## config.mk

```make
export PLATFORM = sky130hd
export DESIGN_NAME = timer_capture_compare_ctrl
export DESIGN_NICKNAME = d
export VERILOG_FILES = /design/src/pin_edge_sync.v /design/src/timer_capture_compare_ctrl.v
export VERILOG_INCLUDE_DIRS = /design/src
export SDC_FILE = /design/constraint.sdc
export NUM_CORES = 1
export LEC_CHECK = 0
export ABC_AREA = 1
export BUFFER_PORTS_ARGS = -buffer_cell sky130_fd_sc_hd__buf_2
export CAP_MARGIN = 20
export CORE_ASPECT_RATIO = 1.2
export CORE_MARGIN = 2
export CORE_UTILIZATION = 35
export DETAILED_ROUTE_END_ITERATION = 10
export GPL_ROUTABILITY_DRIVEN = 0
export PLACE_DENSITY_LB_ADDON = 0.15
export SYNTH_ARGS = -nofsm -noshare
export SYNTH_HDL_FRONTEND = slang
export SYNTH_SLANG_ARGS = --single-unit
```

## constraint.sdc

```tcl
create_clock -name clk -period 3.2 [get_ports clk]
set_clock_uncertainty 0.15 [all_clocks]
set_input_delay 0.48 -clock clk [delete_from_list [all_inputs] [get_ports clk]]
set_output_delay 0.48 -clock clk [all_outputs]
set_load 0.01 [all_outputs]
```

## src/timer_cc_consts.vh

```
`ifndef TIMER_CC_CONSTS_VH
`define TIMER_CC_CONSTS_VH

// Register index within a channel window (addr[2:0])
`define REG_IO_SELECT   3'h0
`define REG_FLAG        3'h1
`define REG_IRQ_ENABLE  3'h2
`define REG_GRA_HI      3'h3
`define REG_GRA_LO      3'h4
`define REG_GRB_HI      3'h5
`define REG_GRB_LO      3'h6

// Channel select field of the byte address (addr[5:3])
`define CHAN_LSB        3
`define CHAN_COUNT      5

// Field positions
`define B_FIELD_MSB     6
`define B_FIELD_LSB     4
`define A_FIELD_MSB     2
`define A_FIELD_LSB     0
`define IO_FIXED_BIT    3
`define FLAG_WRAP       2
`define FLAG_B          1
`define FLAG_A          0

// Function field encodings
`define FN_NONE         3'h0
`define FN_LOW          3'h1
`define FN_HIGH         3'h2
`define FN_TOGGLE       3'h3
`define FN_CAP_RISE     3'h4
`define FN_CAP_FALL     3'h5
`define FN_CAP_BOTH     3'h6

// Reset values; undefined bit 7 is taken as 0
`define IO_SELECT_RST   8'h08
`define FLAG_RST        8'h78
`define IRQ_ENABLE_RST  8'h78
`define RESERVED_ONES   4'hF
`define UNMAPPED_READ   8'h00

// Counter wrap points
`define CNT_TOP         16'hFFFF
`define CNT_BOTTOM      16'h0000

`endif

```

## src/pin_edge_sync.v

```verilog
`timescale 1ns/1ps
module pin_edge_sync #(
    parameter W = 10
) (
    // Clock and reset
    input  wire         clk,
    input  wire         rst,
    // Pins
    input  wire [W-1:0] pin_in,
    // Edge pulses
    output wire [W-1:0] rise,
    output wire [W-1:0] fall
);

    reg [W-1:0] meta_q;
    reg [W-1:0] sync_q;
    reg [W-1:0] last_q;
    reg [1:0]   warm_q;

    // First stage feeds only the second stage
    always @(posedge clk)
    begin
        if (rst)
        begin
            meta_q <= {W{1'b0}};
            sync_q <= {W{1'b0}};
            last_q <= {W{1'b0}};
            warm_q <= 2'h0;
        end
        else
        begin
            meta_q <= pin_in;
            sync_q <= meta_q;
            last_q <= sync_q;
            if (warm_q != 2'h3)
            begin
                warm_q <= warm_q + 2'h1;
            end
        end
    end

    // No edges until last_q holds a real pin sample, so a pin idling
    // high gives no false edge; edges right after reset are lost
    wire        live = (warm_q == 2'h3);

    assign rise = {W{live}} & sync_q & ~last_q;
    assign fall = {W{live}} & ~sync_q & last_q;

endmodule

```

## src/timer_capture_compare_ctrl.v

```verilog
`timescale 1ns/1ps
`include "timer_cc_consts.vh"
module timer_capture_compare_ctrl #(
    parameter CH = 5,
    parameter CW = 16
) (
    // Clock and reset
    input  wire             clk,
    input  wire             rst,
    input  wire             standby,
    // Peripheral byte bus
    input  wire             bus_sel,
    input  wire             bus_wr,
    input  wire [5:0]       bus_addr,
    input  wire [7:0]       bus_wdata,
    output reg  [7:0]       bus_rdata,
    // Counters, one per channel
    input  wire [CH*CW-1:0] timer_counter,
    // Mode bits from the mode and function registers
    input  wire             quadrature_mode_bit,
    input  wire             combined_mode_bit1,
    input  wire             combined_mode_bit0,
    // DMA transfer started by a flag A request, channels 0-3
    input  wire [3:0]       dma_ack_a,
    // Channel pins
    input  wire [CH-1:0]    chan_pin_a_in,
    input  wire [CH-1:0]    chan_pin_b_in,
    output wire [CH-1:0]    chan_pin_a_out,
    output wire [CH-1:0]    chan_pin_a_oe,
    output wire [CH-1:0]    chan_pin_b_out,
    output wire [CH-1:0]    chan_pin_b_oe,
    // Interrupt requests
    output wire [CH-1:0]    wrap_irq,
    output wire [CH-1:0]    match_capture_irq_a,
    output wire [CH-1:0]    match_capture_irq_b
);

    // Capture-edge decode, shared by both sides of every channel
    function cap_hit;
        input [2:0] fn;
        input       rise;
        input       fall;
        begin
            case (fn)
                `FN_CAP_RISE: cap_hit = rise;
                `FN_CAP_FALL: cap_hit = fall;
                `FN_CAP_BOTH: cap_hit = rise | fall;
                default:      cap_hit = 1'b0;
            endcase
        end
    endfunction

    // Pin level after a compare match
    function pin_next;
        input [2:0] fn;
        input       cur;
        input       no_toggle;
        begin
            case (fn)
                `FN_LOW:    pin_next = 1'b0;
                `FN_HIGH:   pin_next = 1'b1;
                `FN_TOGGLE: pin_next = no_toggle ? 1'b1 : ~cur;
                default:    pin_next = cur;
            endcase
        end
    endfunction

    // Compare function that drives its pin
    function drives_pin;
        input [2:0] fn;
        begin
            drives_pin = ~fn[2] & (fn != `FN_NONE);
        end
    endfunction

    // Reset images of the writable fields
    localparam [7:0] IO_RST    = `IO_SELECT_RST;
    localparam [7:0] FLAG_INIT = `FLAG_RST;
    localparam [7:0] IEN_RST   = `IRQ_ENABLE_RST;

    wire          init = rst | standby;
    wire [2:0]    chan_idx = bus_addr[5:`CHAN_LSB];
    wire [2:0]    reg_idx = bus_addr[2:0];
    wire          rd_cycle = bus_sel & ~bus_wr;
    wire          wr_cycle = bus_sel & bus_wr;
    // Both PWM pair modes own channels 3 and 4
    wire          pwm_pair = combined_mode_bit1;
    wire          comp_pwm = combined_mode_bit1 & ~combined_mode_bit0;

    wire [CH-1:0] rise_a;
    wire [CH-1:0] fall_a;
    wire [CH-1:0] rise_b;
    wire [CH-1:0] fall_b;

    wire [CH*8-1:0]  io_flat;
    wire [CH*3-1:0]  flag_flat;
    wire [CH*3-1:0]  ien_flat;
    wire [CH*CW-1:0] gra_flat;
    wire [CH*CW-1:0] grb_flat;

    // Pins are asynchronous to clk
    pin_edge_sync #(
        .W (2*CH)
    ) u_sync (
        .clk    (clk),
        .rst    (rst),
        .pin_in ({chan_pin_b_in, chan_pin_a_in}),
        .rise   ({rise_b, rise_a}),
        .fall   ({fall_b, fall_a})
    );

    genvar i;
    generate
        for (i = 0; i < CH; i = i + 1)
        begin : g_chan
            reg  [2:0]    fn_a_q;
            reg  [2:0]    fn_b_q;
            reg  [2:0]    flag_q;
            reg  [2:0]    arm_q;
            reg  [2:0]    ien_q;
            reg  [CW-1:0] gra_q;
            reg  [CW-1:0] grb_q;
            reg  [CW-1:0] prev_q;
            reg           pin_a_q;
            reg           pin_b_q;
            reg  [2:0]    flag_d;
            reg  [2:0]    clr;
            wire [CW-1:0] cnt = timer_counter[i*CW +: CW];
            wire          sel = bus_sel & (chan_idx == i);
            wire          rd_flag = rd_cycle & sel & (reg_idx == `REG_FLAG);
            wire          wr_io = wr_cycle & sel & (reg_idx == `REG_IO_SELECT);
            wire          wr_flag = wr_cycle & sel & (reg_idx == `REG_FLAG);
            wire          wr_ien = wr_cycle & sel & (reg_idx == `REG_IRQ_ENABLE);
            wire          wr_gah = wr_cycle & sel & (reg_idx == `REG_GRA_HI);
            wire          wr_gal = wr_cycle & sel & (reg_idx == `REG_GRA_LO);
            wire          wr_gbh = wr_cycle & sel & (reg_idx == `REG_GRB_HI);
            wire          wr_gbl = wr_cycle & sel & (reg_idx == `REG_GRB_LO);
            // PWM pair modes take channels 3/4 out of this register's hands
            wire          ovr = (i >= 3) && pwm_pair;
            wire [2:0]    fn_a = ovr ? `FN_NONE : fn_a_q;
            wire [2:0]    fn_b = ovr ? `FN_NONE : fn_b_q;
            // Match counts only on a counter step, so a stopped counter
            // sitting on the compare value raises a single flag
            wire          stepped = (cnt != prev_q);
            wire          match_a = ~fn_a[2] & stepped & (cnt == gra_q);
            wire          match_b = ~fn_b[2] & stepped & (cnt == grb_q);
            wire          cap_a = cap_hit(fn_a, rise_a[i], fall_a[i]);
            wire          cap_b = cap_hit(fn_b, rise_b[i], fall_b[i]);
            wire          down_ok = (i == 2) ? quadrature_mode_bit
                                  : (i >= 3) ? comp_pwm : 1'b0;
            wire          wrap_up = (prev_q == `CNT_TOP) && (cnt == `CNT_BOTTOM);
            wire          wrap_dn = down_ok && (prev_q == `CNT_BOTTOM) && (cnt == `CNT_TOP);
            // Index kept in range for the channel without a DMA request
            wire          dma_clr = (i < 4) ? dma_ack_a[i % 4] : 1'b0;
            wire [2:0]    set_ev = {wrap_up | wrap_dn, match_b | cap_b, match_a | cap_a};

            // Flag update: set wins over every clear
            always @*
            begin
                clr = 3'h0;
                if (wr_flag)
                begin
                    clr = arm_q & ~bus_wdata[2:0];
                end
                clr[`FLAG_A] = clr[`FLAG_A] | dma_clr;
                flag_d = (flag_q & ~clr) | set_ev;
            end

            always @(posedge clk)
            begin
                if (init)
                begin
                    fn_a_q  <= IO_RST[`A_FIELD_MSB:`A_FIELD_LSB];
                    fn_b_q  <= IO_RST[`B_FIELD_MSB:`B_FIELD_LSB];
                    flag_q  <= FLAG_INIT[2:0];
                    arm_q   <= 3'h0;
                    ien_q   <= IEN_RST[2:0];
                    gra_q   <= {CW{1'b1}};
                    grb_q   <= {CW{1'b1}};
                    prev_q  <= {CW{1'b0}};
                    pin_a_q <= 1'b0;
                    pin_b_q <= 1'b0;
                end
                else
                begin
                    prev_q <= cnt;
                    flag_q <= flag_d;
                    // Armed by a read that saw the flag at 1
                    if (wr_flag)
                    begin
                        arm_q <= 3'h0;
                    end
                    else if (rd_flag)
                    begin
                        arm_q <= arm_q | flag_q;
                    end
                    if (wr_io)
                    begin
                        fn_b_q <= bus_wdata[`B_FIELD_MSB:`B_FIELD_LSB];
                        fn_a_q <= bus_wdata[`A_FIELD_MSB:`A_FIELD_LSB];
                    end
                    if (wr_ien)
                    begin
                        ien_q <= bus_wdata[2:0];
                    end
                    // Capture beats a same-cycle software write
                    if (cap_a)
                    begin
                        gra_q <= cnt;
                    end
                    else if (wr_gah)
                    begin
                        gra_q[CW-1:8] <= bus_wdata;
                    end
                    else if (wr_gal)
                    begin
                        gra_q[7:0] <= bus_wdata;
                    end
                    if (cap_b)
                    begin
                        grb_q <= cnt;
                    end
                    else if (wr_gbh)
                    begin
                        grb_q[CW-1:8] <= bus_wdata;
                    end
                    else if (wr_gbl)
                    begin
                        grb_q[7:0] <= bus_wdata;
                    end
                    if (match_a)
                    begin
                        pin_a_q <= pin_next(fn_a, pin_a_q, i == 2);
                    end
                    if (match_b)
                    begin
                        pin_b_q <= pin_next(fn_b, pin_b_q, i == 2);
                    end
                end
            end

            // Read views of the per-channel copies
            assign io_flat[i*8 +: 8] = {1'b0, fn_b_q, 1'b1, fn_a_q};
            assign flag_flat[i*3 +: 3] = flag_q;
            assign ien_flat[i*3 +: 3] = ien_q;
            assign gra_flat[i*CW +: CW] = gra_q;
            assign grb_flat[i*CW +: CW] = grb_q;

            // Pins: only compare functions with an action drive
            assign chan_pin_a_out[i] = pin_a_q;
            assign chan_pin_b_out[i] = pin_b_q;
            assign chan_pin_a_oe[i] = drives_pin(fn_a);
            assign chan_pin_b_oe[i] = drives_pin(fn_b);

            assign wrap_irq[i] = flag_q[`FLAG_WRAP] & ien_q[`FLAG_WRAP];
            assign match_capture_irq_b[i] = flag_q[`FLAG_B] & ien_q[`FLAG_B];
            assign match_capture_irq_a[i] = flag_q[`FLAG_A] & ien_q[`FLAG_A];
        end
    endgenerate

    // Registered read data, valid the cycle after the read strobe
    reg [7:0] rd_d;

    always @*
    begin
        rd_d = `UNMAPPED_READ;
        if (chan_idx < CH)
        begin
            case (reg_idx)
                `REG_IO_SELECT:  rd_d = io_flat[chan_idx*8 +: 8];
                `REG_FLAG:       rd_d = {1'b0, `RESERVED_ONES, flag_flat[chan_idx*3 +: 3]};
                `REG_IRQ_ENABLE: rd_d = {1'b0, `RESERVED_ONES, ien_flat[chan_idx*3 +: 3]};
                `REG_GRA_HI:     rd_d = gra_flat[chan_idx*CW+8 +: 8];
                `REG_GRA_LO:     rd_d = gra_flat[chan_idx*CW +: 8];
                `REG_GRB_HI:     rd_d = grb_flat[chan_idx*CW+8 +: 8];
                `REG_GRB_LO:     rd_d = grb_flat[chan_idx*CW +: 8];
                default:         rd_d = `UNMAPPED_READ;
            endcase
        end
    end

    always @(posedge clk)
    begin
        if (rst)
        begin
            bus_rdata <= 8'h00;
        end
        else if (rd_cycle)
        begin
            bus_rdata <= rd_d;
        end
    end

endmodule

```

* Word-level counts from Yosys, hierarchy flattened *
Index checks and enable logic that the tools add are counted.

cells by class
  reduce and logical (&&, ||, !) cells = 88
  order comparisons = 1
  bitwise logic cells = 183
  mux-type cells = 71
  $mul = 1
  shifts and indexed selects = 7
  $add $sub $neg = 2
  equal/unequal tests = 105

operators with widths
  operator                                       count
  two-way mux 8 bit                              31
  == test 16 bit                                 10
  two-way mux 16 bit                             10
  indexed part select 80 x 8 -> 8 bit            2
  == test 16 bit, second input constant          8
  zero test 16 bit                               8
  bitwise AND 1 bit                              103
  == test 3 bit, second input constant           34
  inequality test 16 bit                         5
  indexed part select 80 x 33 -> 8 bit           1
  indexed part select 80 x 9 -> 8 bit            1
  == test 3 x 2 -> 1 bit, second input constant  24
  one-hot mux 8 bit (7 select lines)             1
  one-hot mux 1 bit (3 select lines)             18
  nonzero test 3 bit                             18
  nonzero test 2 bit                             22
  bitwise AND 10 bit                             4
  AND reduction 2 bit                            20
  indexed part select 40 x 7 -> 8 bit            1
  == test 3 x 1 -> 1 bit, second input constant  12
  bitwise AND 3 bit                              10
  OR 3 bit                                       10
  indexed part select 15 x 6 -> 3 bit            2
  OR 1 bit                                       28
  other kinds (15)                               75

storage, ports and cells
  logic and storage cells = 523
  output and inout bits = 43
  bits in registers = 365

* Logic depth before layout (Yosys ltp) *
  depth after elaboration = 9
  gate-level depth with buffers = 16
  depth with buffers taken out = 14

* Hierarchy *
Synthesis repeated with hierarchy kept, for this count alone.

second synthesis, totals
  cells, all modules = 2999
  area, all modules = 20063.0 um2

modules (own cells, without submodules)
  module                      cells each  instances  area each (um2)
  timer_capture_compare_ctrl  2860        1          18934.4
  pin_edge_sync               139         1          1128.6

* Worst setup path before layout *
Ideal clock, no wire load.

  kind = input-to-reg
  from = input port bus_addr[0]
  to = register g_chan[3].grb_q[10]
  buffers on the path = 3
  arrival = 1643 ps
  data required time = 2910 ps
  setup slack = 1267 ps
  stages on the path = 10
  setup time = 140 ps
  cells stage by stage = buf_6 > inv_6 > buf_12 > nor2_8 > nand2_2 > buf_6 > nor2_2 > nor2_2 > nand2_1 > o2111ai_1

between the ends
  longest elaborated chain between the ends = 3

RTL lines
  element                        line                              RTL
  start, declared                timer_capture_compare_ctrl.v:14   input wire [5:0] bus_addr,
  == test 3 bit                  --
  bitwise AND 1 bit              timer_capture_compare_ctrl.v:136  wire wr_gbh = wr_cycle & sel & (reg_idx == `REG_GRB_HI);
  nonzero test 2 bit (no line)   --
  end signal, assigned           timer_capture_compare_ctrl.v:179  grb_q <= {CW{1'b1}};
  end signal, assigned           timer_capture_compare_ctrl.v:221  grb_q <= cnt;
  end signal, assigned by index  timer_capture_compare_ctrl.v:225  grb_q[CW-1:8] <= bus_wdata;
  end, declared                  timer_capture_compare_ctrl.v:122  reg [CW-1:0] grb_q;

Every way passes these cells.
A chain may end at the register's enable or synchronous reset.

* Final worst setup path *
  from = register u_sync.warm_q[0]
  to = register g_chan[0].gra_q[11]

between the ends
  longest elaborated chain between the ends = 6

RTL lines
  element                                                          line                                    RTL
  start, declared                                                  pin_edge_sync.v:18                      reg [1:0] warm_q;
  start signal, assigned                                           pin_edge_sync.v:37                      warm_q <= warm_q + 2'h1;
  == test 2 bit (*)                                                pin_edge_sync.v:44                      wire live = (warm_q == 2'h3);
  bitwise AND 10 bit (on tied branches) (2 in series)              pin_edge_sync.v:46, pin_edge_sync.v:47
  OR 1 bit                                                         timer_capture_compare_ctrl.v:47         `FN_CAP_BOTH: cap_hit = rise | fall;
  one-hot mux 1 bit (3 select lines) (*)                           timer_capture_compare_ctrl.v:44         case (fn)
  two-way mux 16 bit / nonzero test 2 bit (equally long branches)  --
  end signal, assigned                                             timer_capture_compare_ctrl.v:178        gra_q <= {CW{1'b1}};
  end signal, assigned                                             timer_capture_compare_ctrl.v:209        gra_q <= cnt;
  end signal, assigned by index                                    timer_capture_compare_ctrl.v:213        gra_q[CW-1:8] <= bus_wdata;
  end, declared                                                    timer_capture_compare_ctrl.v:121        reg [CW-1:0] gra_q;

Every way passes the cells marked *; elsewhere a longest branch is shown, timed or not.

==> metrics.md <==
| Metric | Value |
|---|---|
| Sink Count | 365 |
| Mapped Cells | 2973 |
| Routed WL | 87800 um |
| ANT cells | 0 |
| Chip height | 266 um |
| CTS clk-pin slew, worst paths | 60 ps |
| Post-synth ARST share | 0 |
| Synth Register Bits | 365 |
| Seq/Total Area, Yosys | 0.366 |
| Final hold violation count | 0 |
| First-pass GRT wire length | 131000 um |
| Crit path max-delay cell type | inv_1 |
| Clock network power share | 0.475 |
| Routed WL per cell | 22.6 um |
| Dominant synthesized flop cell | dfxtp_1 |
| RR Endpoint | g_chan[0].gra_q[11] |
| YS warnings | 0 |
| Max FO, Critical Path | 17 |
| Max-slew headroom | 0.428 |
| Lkg Pwr | 10.6 nW |
| Drt first pass iters | 7 |
| Setup CP Type | reg -> reg |
| CORE AREA | 0.0562 mm^2 |
| Worst r2r src | u_sync.warm_q[0] |
| Comb pwr share | 0.107 |
| Hold Crit Start | dma_ack_a[1] |
| R2R depth | 8 |
| Crit path max-delay family | simple AND/OR/NAND/NOR gates |
| Grt total ovfl | 0 |
| Most used cell, CP | nand2_1 |
| Syn Area/Cell | 6.72 um^2 |
| Via/cell ratio | 5.66 |
| Largest net degree at the start of global routing | 123 |
| CP cell instances | ha_1, nand2_1, a211oi_1, nand2_2, inv_1, nor2_1, nand2_1, o2111ai_1 |
| R2R Setup Slk | 610 ps |
| Final setup viols | 0 |
| Clk_lat worst skew | 600 ps |
| Vias in the first global route | 20800 |
| Maximum vdd drop | 0.355 mV |
| CTS H-Tree Depth | 2 |
| DR vias | 22000 |
| Post-route setup TNS | 0 ps |
| Worst hold path depth | 4 |
| Transition time at the pin with the least slew margin | 853 ps |
| Net count, final | 3242 |
| Part of the power in registers | 0.418 |
| CP Data Required Time | 3490 ps |
| Final worst-path cycle share | 0.809 |
| Yosys top cell by area | dfxtp_1 |
| Int Power | 8.19 mW |
| All-Layer GR Usage | 0.290 |
| Max-cap check violation count | 0 |
| Syn nets | 3090 |
| Cell Area, Synth | 0.0200 mm^2 |
| Hpwl dp | 65800 um |
| Switching power | 2.98 mW |
| Slew Viols, Final | 0 |
| Min cycle time layout | 2590 ps |
| DRC | 0 |
| PnR worst setup slack | 613 ps |
| Die area | 0.0590 mm^2 |
| Post-synth top area share | 0.366 |
| DRT antenna net count | 0 |
| Setup crit start kind | register |
| Commonest non-fill, non-tap cell in the layout | nand2_1 |
| CTS tree | done |
| EDFF count, synth | 0 |
| Run status | finished, final reports clean |
| Sw Share | 0.267 |
| P per Cell Area | 482 mW/mm^2 |
| Hold Path Class | in -> reg |
| Syn-to-layout area delta | 15.9% |
| Synth area leaders | dfxtp_1 37%, nand2_1 14%, nor2_1 7.6% |
| Initial DRC Count | 2237 |
| Worst path bufs/invs | 1 |
| Unrepaired setup endpoints after global routing | false |
| Clock Root Buffer | clkbuf_16 |
| Power, Total | 11.2 mW |
| Layout cell share with drive strength beyond 1 | 0.123 |
| Num ports | 159 |
| Starting Density | 0.355 |
| Most frequent cells in the layout | 736 x nand2_1, 404 x nor2_1, 365 x dfxtp_1 |
| Final Util | 0.412 |
| Row count | 95 |
| Pre-CTS setup slack | 350 ps |
| Max Freq | 0.387 GHz |
| CTS Buf Count | 45 |
| Number of I/O port buffers | 158 |
| Worst setup EP type | register |
| Initial antenna violation count | 3 |
| Synth cell types | 58 |
| Die width | 222 um |
| Largest stage delay on the critical path | 370 ps |
| Hold endpoint | g_chan[1].flag_q[0] |
| Clk buf depth | 3 |
| Worst Path Arrival | 2870 ps |
power by group through the flow:
| stage | clock network [mW] | registers, mW | logic, mW |
|---|---|---|---|
| 2_1_floorplan | 0 | 4.75 | 0.679 |
| 3_5_place_dp | 0 | 4.77 | 1.15 |
| 5_1_grt | 5.54 | 4.67 | 1.28 |
| 6_report | 5.30 | 4.67 | 1.19 |
| 3_3_place_gp | 0 | 4.76 | 1.14 |
| 4_1_cts | 5.38 | 4.67 | 1.16 |
worst reg2reg max path, cell delays in order, from the launching register on:
cell and delay (ps):
dfxtp_1 350, ha_1 280, nand2_1 170, a211oi_1 330, nand2_2 290, inv_1 380
nor2_1 250, nand2_1 120, o2111ai_1 110
flip-flops by register name (all words and copies together) (netlist names), 5 cells and up:
register        cells
g_chan.fn_b         9
g_chan.gra_q       80
g_chan.fn_a_q       6
bus_rdata           8
g_chan.pin_b_q      5
u_sync.meta_q      10
u_sync.sync_q      10
g_chan.pin_a_q      5
g_chan.ien_q       15
g_chan.fn_b_q       6
g_chan.fn_a         9
g_chan.grb_q       80
g_chan.flag_q      15
u_sync.last_q      10
g_chan.arm_q       15
g_chan.prev_q      80
Yosys cell counts (all sizes together), types with 39 or more instances:
cell type / number
o22ai: 39
nand2: 750
xor2: 60
nand4: 88
clkbuf: 57
nor2: 444
buf: 54
dfxtp: 365
inv: 321
nor4: 40
o21ai: 211
nand3: 84
o2111ai: 102
a21oi: 180
worst max-delay path by stage:
| stage | startpoint | endpoint | depth (start not counted) |
|---|---|---|---|
| 2_1_floorplan | bus_addr[0] | g_chan[3].grb_q[10] | 10 |
| 3_3_place_gp | bus_addr[1] | bus_rdata[0] | 14 |
| 3_5_place_dp | bus_addr[1] | bus_rdata[0] | 14 |
| 4_1_cts | u_sync.warm_q[0] | g_chan[0].gra_q[15] | 8 |
| 5_1_grt | u_sync.warm_q[0] | g_chan[0].gra_q[11] | 8 |
| 6_report | u_sync.warm_q[0] | g_chan[0].gra_q[11] | 8 |
area by class of cell:
cell class              count  area [um^2]
multi-input cells        2166        10800
clock inverters            13          176
well taps                 727          910
inverters                 331         1250
flip-flops and latches    365         7310
fillers                  6004        33100
clock buffers              67         1350
repair buffers            216         1310
repair_timing:
action,in CTS,in global routing
buffers inserted,0,0
gates resized for setup,0,0
hold endpoints to repair,10,0
hold buffers,10,0
logic make-up (layout without fill, tap and decap cells):
kind of cell	count (synthesis)	count (layout)	share of synthesized area
fa+ha+maj	1	1	0.000626
simple gates	1492	1492	0.325
buf+inv	442	627	0.0920
xor+xnor	88	88	0.0386
compound gates	585	585	0.178
flops	365	365	0.366
per-layer routing:
metal	track usage	part of all wire
met1	0.362	0.40
met2	0.481	0.46
met3	0.0447	0.078
met4	0.152	0.056
met5	0	0.00040
through the flow:
stage | instance area [um^2] | instances | hold slack, ps
after floorplan | 20000 | 2973 | 238
after global placement | 21500 | 3795 | 250
after detailed placement | 21500 | 3795 | 245
after CTS | 23100 | 3885 | 52.0
after global routing | 23100 | 3885 | 89.4
final | 23100 | 3885 | 72.6
Power figures use the tool's default switching activity.
